`config.mk`:
```
export PLATFORM = sky130hd
export DESIGN_NAME = i2crd_slave
export DESIGN_NICKNAME = d
export VERILOG_FILES = /design/src/rtl/i2crd_pkg.sv /design/src/rtl/i2crd_slave.sv /design/src/rtl/i2crd_sync.sv
export VERILOG_INCLUDE_DIRS = /design/src /design/src/rtl
export SDC_FILE = /design/constraint.sdc
export NUM_CORES = 1
export LEC_CHECK = 0
export ABC_AREA = 0
export BUFFER_PORTS_ARGS = -buffer_cell sky130_fd_sc_hd__clkbuf_2
export CAP_MARGIN = 15
export CORE_ASPECT_RATIO = 0.5
export CORE_UTILIZATION = 52
export CTS_CLUSTER_SIZE = 40
export DETAILED_ROUTE_END_ITERATION = 10
export PLACE_DENSITY_LB_ADDON = 0.25
export SYNTH_ARGS = -nofsm -noshare
export SYNTH_HDL_FRONTEND = slang
export SYNTH_SLANG_ARGS = --single-unit
```
`constraint.sdc`:
```
create_clock -name sys_clk -period 2.65 [get_ports sys_clk]
set_clock_uncertainty 0.15 [all_clocks]
set_input_delay 0.1325 -clock sys_clk [delete_from_list [all_inputs] [get_ports sys_clk]]
set_output_delay 0.1325 -clock sys_clk [all_outputs]
set_load 0.01 [all_outputs]
```
`src/rtl/i2crd_cfg.svh`:
```
`ifndef I2CRD_CFG_SVH
`define I2CRD_CFG_SVH

// Bit positions in the synchroniser bus
`define I2CRD_SYN_W      5
`define I2CRD_SYN_SCL    4
`define I2CRD_SYN_SDA    3
`define I2CRD_SYN_ASL    2:0

// Idle bus: both lines high, select pins low
`define I2CRD_SYN_RST    5'h18

`define I2CRD_ADDR_W     7
`define I2CRD_BYTE_W     8
`define I2CRD_LAST_BIT   3'h7
`define I2CRD_PTR_RST    8'h00

`endif

```
`src/rtl/i2crd_pkg.sv`:
```
package i2crd_pkg;

    typedef enum logic [7:0] {
        I2CRD_IDLE = 8'h01,
        I2CRD_ADDR = 8'h02,
        I2CRD_AACK = 8'h04,
        I2CRD_PTR  = 8'h08,
        I2CRD_NA10 = 8'h10,
        I2CRD_TX   = 8'h20,
        I2CRD_MACK = 8'h40,
        I2CRD_SKIP = 8'h80
    } i2crd_st_t;

    typedef struct packed {
        logic [4:0] s1;
        logic [4:0] s2;
        logic [4:0] s3;
        logic [4:0] flt;
    } i2crd_sync_t;

    typedef struct packed {
        i2crd_st_t  st;
        i2crd_st_t  nxt;
        logic [2:0] cnt;
        logic [7:0] sh;
        logic [7:0] ptr;
        logic       ack_on;
        logic       sda_oe;
        logic       sda_o;
        logic       rd_stb;
        logic       busy;
        logic       scl_p;
        logic       sda_p;
    } i2crd_state_t;

endpackage

```
`src/rtl/i2crd_slave.sv`:
```
`timescale 1ns/100ps
`include "i2crd_cfg.svh"

module i2crd_slave
    import i2crd_pkg::*;
#(
    parameter logic [3:0] DEV_ID = 4'h5  // Arbitrary value
)
(
    input  wire logic       sys_clk,
    input  wire logic       rstn,
    input  wire logic       scl_i,
    input  wire logic       sda_i,
    output logic            sda_o,
    output logic            sda_oe,
    input  wire logic [2:0] addr_sel,
    output logic [7:0]      reg_ptr,
    input  wire logic [7:0] reg_rdata,
    output logic            rd_strobe,
    output logic            busy
);

    // Previous-sample flops start at the idle level so the first filtered sample after reset shows no edge
    localparam i2crd_state_t RST = '{
        st:     I2CRD_IDLE,
        nxt:    I2CRD_SKIP,
        cnt:    3'h0,
        sh:     8'h00,
        ptr:    `I2CRD_PTR_RST,
        ack_on: 1'b0,
        sda_oe: 1'b0,
        sda_o:  1'b0,
        rd_stb: 1'b0,
        busy:   1'b0,
        scl_p:  1'b1,
        sda_p:  1'b1
    };

    i2crd_state_t             q;
    i2crd_state_t             d;
    logic [`I2CRD_SYN_W-1:0]  syn;
    logic                     scl;
    logic                     sda;
    logic [2:0]               asel;
    logic                     scl_rise;
    logic                     scl_fall;
    logic                     start_det;
    logic                     stop_det;
    logic [`I2CRD_ADDR_W-1:0] own_addr;
    logic                     addr_hit;

    function automatic logic went_high(input logic prev, input logic now);
        went_high = ~prev & now;
    endfunction

    function automatic logic went_low(input logic prev, input logic now);
        went_low = prev & ~now;
    endfunction

    function automatic logic last_bit(input logic [2:0] cnt);
        last_bit = (cnt == `I2CRD_LAST_BIT);
    endfunction

    function automatic logic [7:0] shift_in(input logic [7:0] sh, input logic b);
        shift_in = {sh[6:0], b};
    endfunction

    // Open drain: a 0 is sent by pulling the line, a 1 by letting the pull-up win
    function automatic logic pull_for(input logic b);
        pull_for = ~b;
    endfunction

    // Three-stage filter adds about four sys_clk cycles of lag, tiny against a 1.25 us fast-mode half period
    i2crd_sync u_sync (
        .sys_clk (sys_clk),
        .rstn    (rstn),
        .din     ({scl_i, sda_i, addr_sel}),
        .dout    (syn)
    );

    assign scl      = syn[`I2CRD_SYN_SCL];
    assign sda      = syn[`I2CRD_SYN_SDA];
    assign asel     = syn[`I2CRD_SYN_ASL];
    assign own_addr = {DEV_ID, asel};
    // Select pins count as filtered at the R/W bit; a strap that moves after the R/W bit applies from the next frame
    assign addr_hit = (q.sh[6:0] == own_addr);

    assign scl_rise  = went_high(q.scl_p, scl);
    assign scl_fall  = went_low(q.scl_p, scl);
    // SDA edges while SCL stays high are framing, never data
    assign start_det = scl & q.scl_p & went_low(q.sda_p, sda);
    assign stop_det  = scl & q.scl_p & went_high(q.sda_p, sda);

    always_comb begin
        d        = q;
        d.rd_stb = 1'b0;
        d.scl_p  = scl;
        d.sda_p  = sda;
        d.sda_o  = 1'b0;
        if (start_det) begin
            // Repeated start may cut in anywhere; let go of SDA and rebuild the frame
            d.st     = I2CRD_ADDR;
            d.cnt    = 3'h0;
            d.ack_on = 1'b0;
            d.sda_oe = 1'b0;
            d.busy   = 1'b1;
        end else if (stop_det) begin
            d.st     = I2CRD_IDLE;
            d.ack_on = 1'b0;
            d.sda_oe = 1'b0;
            d.busy   = 1'b0;
        end else begin
            unique case (q.st)
                I2CRD_IDLE: begin
                    // Bits clocked with no start before them are ignored
                    d.sda_oe = 1'b0;
                end
                I2CRD_ADDR: begin
                    if (scl_rise) begin
                        d.sh  = shift_in(q.sh, sda);
                        d.cnt = q.cnt + 3'h1;
                        if (last_bit(q.cnt)) begin
                            if (addr_hit) begin
                                d.st  = I2CRD_AACK;
                                d.nxt = sda ? I2CRD_TX : I2CRD_PTR;
                            end else begin
                                d.st = I2CRD_SKIP;
                            end
                        end
                    end
                end
                I2CRD_AACK: begin
                    // Drive and release only on SCL falls so SDA never moves while SCL is high
                    if (scl_fall) begin
                        if (!q.ack_on) begin
                            d.ack_on = 1'b1;
                            d.sda_oe = 1'b1;
                        end else begin
                            d.ack_on = 1'b0;
                            d.cnt    = 3'h0;
                            d.st     = q.nxt;
                            if (q.nxt == I2CRD_TX) begin
                                // Data is taken at the ack's closing fall, so the register must be valid by then
                                d.sh     = reg_rdata;
                                d.sda_oe = pull_for(reg_rdata[7]);
                                d.rd_stb = 1'b1;
                            end else begin
                                d.sda_oe = 1'b0;
                            end
                        end
                    end
                end
                I2CRD_PTR: begin
                    if (scl_rise) begin
                        d.sh  = shift_in(q.sh, sda);
                        d.cnt = q.cnt + 3'h1;
                        if (last_bit(q.cnt)) begin
                            d.ptr = shift_in(q.sh, sda);
                            d.st  = I2CRD_AACK;
                            // Write data is not taken, so the byte after the pointer goes unanswered
                            d.nxt = I2CRD_SKIP;
                        end
                    end
                end
                I2CRD_TX: begin
                    if (scl_fall) begin
                        if (last_bit(q.cnt)) begin
                            d.sda_oe = 1'b0;
                            d.st     = I2CRD_MACK;
                        end else begin
                            d.cnt    = q.cnt + 3'h1;
                            d.sh     = shift_in(q.sh, 1'b0);
                            d.sda_oe = pull_for(q.sh[6]);
                        end
                    end
                end
                I2CRD_MACK: begin
                    // Master's acknowledge bit; only a stop or repeated start follows
                    if (scl_rise) begin
                        d.st = I2CRD_SKIP;
                    end
                end
                I2CRD_SKIP: begin
                    d.sda_oe = 1'b0;
                end
                default: begin
                    // Only a corrupted one-hot code lands here
                    d.st     = I2CRD_IDLE;
                    d.sda_oe = 1'b0;
                end
            endcase
        end
    end

    always_ff @(posedge sys_clk) begin
        if (!rstn) begin
            q <= RST;
        end else begin
            q <= d;
        end
    end

    // The line is only ever pulled low, never driven high
    assign sda_o     = q.sda_o;
    assign sda_oe    = q.sda_oe;
    assign reg_ptr   = q.ptr;
    assign rd_strobe = q.rd_stb;
    assign busy      = q.busy;

endmodule // i2crd_slave

```
`src/rtl/i2crd_sync.sv`:
```
`timescale 1ns/100ps
`include "i2crd_cfg.svh"

module i2crd_sync
    import i2crd_pkg::*;
(
    input  wire logic                    sys_clk,
    input  wire logic                    rstn,
    input  wire logic [`I2CRD_SYN_W-1:0] din,
    output logic      [`I2CRD_SYN_W-1:0] dout
);

    i2crd_sync_t q;
    i2crd_sync_t d;

    // A bit moves only when the second and third stage agree, which drops single-cycle glitches
    always_comb begin
        d     = q;
        d.s1  = din;
        d.s2  = q.s1;
        d.s3  = q.s2;
        d.flt = (q.s2 & q.s3) | (q.flt & (q.s2 ^ q.s3));
    end

    always_ff @(posedge sys_clk) begin
        if (!rstn) begin
            q <= '{s1: `I2CRD_SYN_RST, s2: `I2CRD_SYN_RST, s3: `I2CRD_SYN_RST, flt: `I2CRD_SYN_RST};
        end else begin
            q <= d;
        end
    end

    assign dout = q.flt;

endmodule // i2crd_sync

```
======== Word level (Yosys, flattened, before mapping) ========
Cells that the tools add are included.
word-level totals
  flip-flop bits (word level) ............. 62
  input port bits ......................... 15
  logic and storage cells ................. 123
cells by class
  reductions and logical operators ........ 16
  multiplexer cells ....................... 32
  equal/unequal tests ..................... 32
  bitwise operators ....................... 25
  add/subtract/negate cells ............... 1
operators with widths
  operator                                                          count
  8-bit 2-to-1 mux                                                  9
  8-bit one-hot mux with 6 select lines                             1
  11-bit 2-to-1 mux                                                 4
  11-bit one-hot mux with 4 select lines                            1
  4-bit != test (second input constant)                             9
  35-bit 2-to-1 mux                                                 1
  16-bit 2-to-1 mux                                                 2
  10-bit AND reduction                                              3
  27-bit 2-to-1 mux                                                 1
  2-bit != test (second input constant)                             12
  8-bit by 6-bit == test with 1-bit output (second input constant)  2
  8-bit one-hot mux with 2 select lines                             1
  8-bit AND reduction                                               2
  1-bit NOT                                                         14
  5-bit bitwise AND                                                 2
  8-bit by 1-bit == test with 1-bit output (second input constant)  1
  8-bit by 2-bit == test with 1-bit output (second input constant)  1
  8-bit by 3-bit == test with 1-bit output (second input constant)  1
  8-bit by 4-bit == test with 1-bit output (second input constant)  1
  8-bit by 7-bit == test with 1-bit output (second input constant)  1
  8-bit == test (second input constant)                             1
  2-bit 2-to-1 mux                                                  4
  1-bit bitwise AND                                                 7
  7-bit by 6-bit == test with 1-bit output                          1
  16 further kinds                                                  24

======== Depth between registers and ports, before layout ========
  depth after elaboration ................. 7
  depth in mapped cells ................... 8

======== Cells and area by module ========
From an unflattened synthesis, not the netlist that was laid out.
unflattened totals
  cells, all modules ...................... 273
  area, all modules ....................... 2,727.6 sq um
modules (own cells, without submodules)
  module       cells each  instances  area an instance (sq um)
  i2crd_slave  216         1          2,063.2
  i2crd_sync   57          1          664.4

======== Worst setup path before layout ========
No wires, ideal clock.
  path type ............................... register -> register
  start ................................... register q[40] (netlist bit)
  end ..................................... register q[23] (netlist bit)
  setup slack ............................. 0.136 ns
  required time ........................... 2.429 ns
  data arrival time ....................... 2.294 ns
  setup time .............................. 0.071 ns
  path buffers ............................ 1
  period minus slack after synthesis ...... 2.514 ns
  cell stages (with the launch flop) ...... 8
  path through ............................ dfxtp_1 -> or4_1 -> buf_2 -> or4_4 -> a21oi_2 -> o221ai_2 -> or3b_1 -> a21oi_1
between the ends
  word-level cells in the longest chain between the ends .. 3
  elaborated cells between the ends (all ways) .. 13
  those cells by class .................... eq/ne (10); mux (1); reduce/logical (2)
RTL lines
  what                                                                         line                source
  from (decl)                                                                  i2crd_slave.sv:39   i2crd_state_t q;
  from (signal assigned)                                                       i2crd_slave.sv:197  q <= RST;
  from (signal assigned)                                                       i2crd_slave.sv:199  q <= d;
  8-bit by 6-bit == test with 1-bit output, or another cell as far along       i2crd_slave.sv:113  unique case (q.st)
  4-bit nonzero test (no source line) / 2-bit != test (equally long branches)  --
  8-bit AND reduction (no source line)                                         --
Parallel ways exist; a longest one is shown, timed or not.
A chain may end at the register's enable or synchronous reset.

======== Worst setup path in the final report ========
  start ................................... register q[40] (netlist bit)
  end ..................................... register q[20] (netlist bit)
between the ends
  word-level cells in the longest chain between the ends .. 3
  elaborated cells between the ends (all ways) .. 14
  those cells by class .................... eq/ne (11); mux (1); reduce/logical (2)
RTL lines
  what                                                                         line
  8-bit by 3-bit == test with 1-bit output, or another cell as far along       i2crd_slave.sv:113
  2-bit != test (no source line) / 4-bit nonzero test (equally long branches)  --
  10-bit AND reduction (no source line)                                        --
Parallel ways exist; a longest one is shown, timed or not.

==> results_dict.tcl <==
set metrics [dict create \
    numPortBuffers 25 \
    critPathArrivalTime_ns 2.56 \
    dr.pass1.iters 4 \
    setup_viol 0 \
    netSwitchingPower_mw 0.349 \
    cpMaxStageDelayCell "sky130_fd_sc_hd__or4_4" \
    worst-path-max-fanout 14 \
    core_box_area_um2 4490 \
    most_numerous_cell_types_in_the_synthesized_netlist "55 x sky130_fd_sc_hd__dfxtp_1, 25 x sky130_fd_sc_hd__a21oi_1, 21 x sky130_fd_sc_hd__nand2_1" \
    proportion_of_register_bits_with_asynchronous_set_or_reset_after_synthesis 0 \
    ant_nets 0 \
    final_nets 338 \
    residual_overflow_from_global_routing 0 \
    cts.repair_timing.setup_buffer_count 0 \
    period_minus_slack_ns 2.54 \
    clock_tree.buffer_depth 2 \
    grt_max_degree 25 \
    ys_ff_latch 55 \
    grt_pass1_wl_mm 8.74 \
    num_vias 2045 \
    critical_path_class "reg -> reg" \
    clock_root_cell "sky130_fd_sc_hd__clkbuf_8" \
    cpPeakStageDelay_ns 0.57 \
    synth.distinct_cells 47 \
    min_path_cells 3 \
    power_frac_comb 0.065 \
    max-slew-margin-rel 0.487 \
    cp.buffers_inverters 1 \
    power.switching_fraction 0.240 \
    timing.max_cap.violations 0 \
    cell_area_after_layout_um2 2900 \
    ys.flop_type "sky130_fd_sc_hd__dfxtp_1" \
    floorplan.rows 17 \
    synth.yosys.seq_area_share 0.444 \
    detailedPlacementHpwl_mm 3.74 \
    grt_use_total 0.221 \
    worst-path-stages 7 \
    cp_cell_sequence "or4_4, or4_4, a21oi_2, o211ai_1, buf_4, a221oi_1, nor3_1" \
    timing.hold.worst.class "in -> reg" \
    worstPathRequired_ns 2.67 \
    drt_drc_violations_left 0 \
    timing.critical_path.from_type "flip-flop" \
    netlist_top_cells_area "sky130_fd_sc_hd__dfxtp_1 44%, sky130_fd_sc_hd__a21oi_1 5.0%, sky130_fd_sc_hd__nand2b_1 4.5%" \
    run_status "completed" \
    worst_path_most_repeated_cell "sky130_fd_sc_hd__or4_4" \
    flow.area_growth_from_synthesis_pct 16.7 \
    r2r_start "q[40]" \
    synth_edf_count 0 \
    top_level_ports 27 \
    final_min_period_over_clock_period 0.959 \
    clk_latency_ns 0.31 \
    pwr-share-seq 0.586 \
    die_x_um 99.7 \
    timing.final.max_slew_violations 0 \
    dpl_cell_area_um2 2680 \
    htree_levels 2 \
    yosys.cell_count.top_type "sky130_fd_sc_hd__dfxtp_1" \
    worst-r2r-cell-count 7 \
    clk_transition_reported_paths_ns 0.10 \
    clock.fmax_mhz 393 \
    postRouteWirelength_mm 5.26 \
    routedWlPerCell_um 13.7 \
    hold_viol_final 0 \
    synth_area_per_cell_um2 8.83 \
    initial_antenna_violation_count 0 \
    die-area_um2 5070 \
    totalPowerFinal_mw 1.45 \
    layout.filler_cells 392 \
    drt-vias-per-instance 5.34 \
    worst_hold_startpoint "reg_rdata[1]" \
    synthesis.area_um2 2480 \
    power_density_nw_per_um2 502 \
    synthesis.instances 281 \
    cpLargestDelayFamily "simple AND/OR/NAND/NOR gates" \
    crit_path_start "q[40]" \
    tritoncts "done" \
    p_int_mw 1.11 \
    antenna_cells_inserted 0 \
    synth_largest_area_cell "sky130_fd_sc_hd__dfxtp_1" \
    cts_buffers 5 \
    worst_pin_slew_ns 0.769 \
    numClockSinks 55 \
    yosysWarningCount 0 \
    gp_congestion 0.911 \
    ir_drop_v 0.000347 \
    via_count_of_the_first_global_routing_pass 1911 \
    first_iter_violations 98 \
    share_of_post_route_cells_with_drive_strength_above_1 0.180 \
    yosys_top_cell_area_share 0.444 \
    total_leakage_power_nw 1.15 \
    power.clock.fraction 0.349 \
    initial_utilization 0.553 \
    cp-end-kind "flip-flop" \
    fp.dieH_um 50.9 \
]
## flip-flops by register name, indices dropped and copies added (netlist names)
register and count:
q 24, busy 1, u_sync.dout 5, reg_ptr 8, u_sync.q 5, sda_oe 1
u_sync.d 10, rd_strobe 1
## worst register-to-register path, cell delays in order, from the launching register on
cell and delay (ns):
sky130_fd_sc_hd__dfxtp_1 0.34, sky130_fd_sc_hd__or4_4 0.57, sky130_fd_sc_hd__or4_4 0.54, sky130_fd_sc_hd__a21oi_2 0.20, sky130_fd_sc_hd__o211ai_1 0.10, sky130_fd_sc_hd__buf_4 0.20
sky130_fd_sc_hd__a221oi_1 0.24, sky130_fd_sc_hd__nor3_1 0.07
## timing repair
action	CTS	global route
hold endpoints to repair	10	0
resized for setup	0	3
hold buffers	10	0
setup endpoints to repair	0	10
## power by group through the flow
stage	clock [mW]	sequential [mW]	combinational, mW
after detailed placement	0	0.872	0.0798
final	0.507	0.853	0.0945
after floorplan	0	0.866	0.0578
after CTS	0.519	0.853	0.0917
after global placement	0	0.871	0.0783
after global routing	0.552	0.856	0.104
## cell families after synthesis
family / synth area share
adder cells (fa/ha/maj): 0.0353
buffers and inverters: 0.0585
XOR/XNOR: 0.0212
multiplexers: 0.0247
flip-flops: 0.444
AO/OA/AOI/OAI: 0.157
AND/OR/NAND/NOR: 0.258
other: 0.00151
## worst paths after layout
check | end | slack [ns]
setup / recovery | q[20] | 0.11
hold / removal | q[16] | 0.009
setup reg to reg | q[20] | 0.11
hold reg to reg | u_sync.d[8] | 0.27
## stage by stage
| step | hold WS (ns) | utilization | TNS, ns | setup WS (ns) | instances |
|---|---|---|---|---|---|
| finish | 0.00915 | 0.645 | 0 | 0.108 | 383 |
| global route | 0.00907 | 0.645 | -0.000183 | -0.000183 | 383 |
| CTS | 0.00680 | 0.642 | 0 | 0.0565 | 383 |
| detailed placement | 0.174 | 0.597 | 0 | 0.0844 | 365 |
| global placement | 0.164 | 0.597 | 0 | 0.131 | 365 |
| floorplan | 0.0722 | - | 0 | 0.136 | 282 |
## layout make-up
type / instances / area (µm²) / share of cell area
repair buffers: 49 / 330 / 0.114
multi-input cells: 198 / 1260 / 0.434
well taps: 66 / 82.6 / 0.0285
clock buffers: 6 / 82.6 / 0.0285
flip-flops and latches: 55 / 1100 / 0.380
inverters: 7 / 26.3 / 0.00907
clock inverters: 2 / 17.5 / 0.00605
## metal layers
layer / track usage / vias to the layer above / share of wire
met2: 0.359 / 56 / 0.43
met4: 0.0466 / 0 / 0.017
met3: 0.0465 / 11 / 0.057
li1: - / 1053 / -
met5: 0 / - / 0
met1: 0.306 / 925 / 0.49
## cells in the final DEF, fill, tap and decap left out, types with 6 or more instances in the layout
| cell | synthesis | layout |
|---|---|---|
| sky130_fd_sc_hd__nand2b_1 | 18 | 18 |
| sky130_fd_sc_hd__clkbuf_2 | 0 | 25 |
| sky130_fd_sc_hd__ha_1 | 7 | 7 |
| sky130_fd_sc_hd__clkbuf_8 | 0 | 6 |
| sky130_fd_sc_hd__nand3_1 | 12 | 12 |
| sky130_fd_sc_hd__buf_4 | 9 | 14 |
| sky130_fd_sc_hd__nor2_1 | 16 | 16 |
| sky130_fd_sc_hd__a221oi_1 | 7 | 6 |
| sky130_fd_sc_hd__a21oi_1 | 25 | 25 |
| sky130_fd_sc_hd__inv_1 | 7 | 7 |
| sky130_fd_sc_hd__and2_1 | 12 | 12 |
| sky130_fd_sc_hd__nand2_1 | 21 | 21 |
| sky130_fd_sc_hd__o21ai_0 | 10 | 10 |
| sky130_fd_sc_hd__dfxtp_1 | 55 | 55 |
| sky130_fd_sc_hd__nor2b_1 | 9 | 9 |
| sky130_fd_sc_hd__dlygate4sd3_1 | 0 | 10 |
| sky130_fd_sc_hd__xnor2_1 | 6 | 6 |
| sky130_fd_sc_hd__nor3_1 | 10 | 10 |
(Power assumes the default switching activity.)
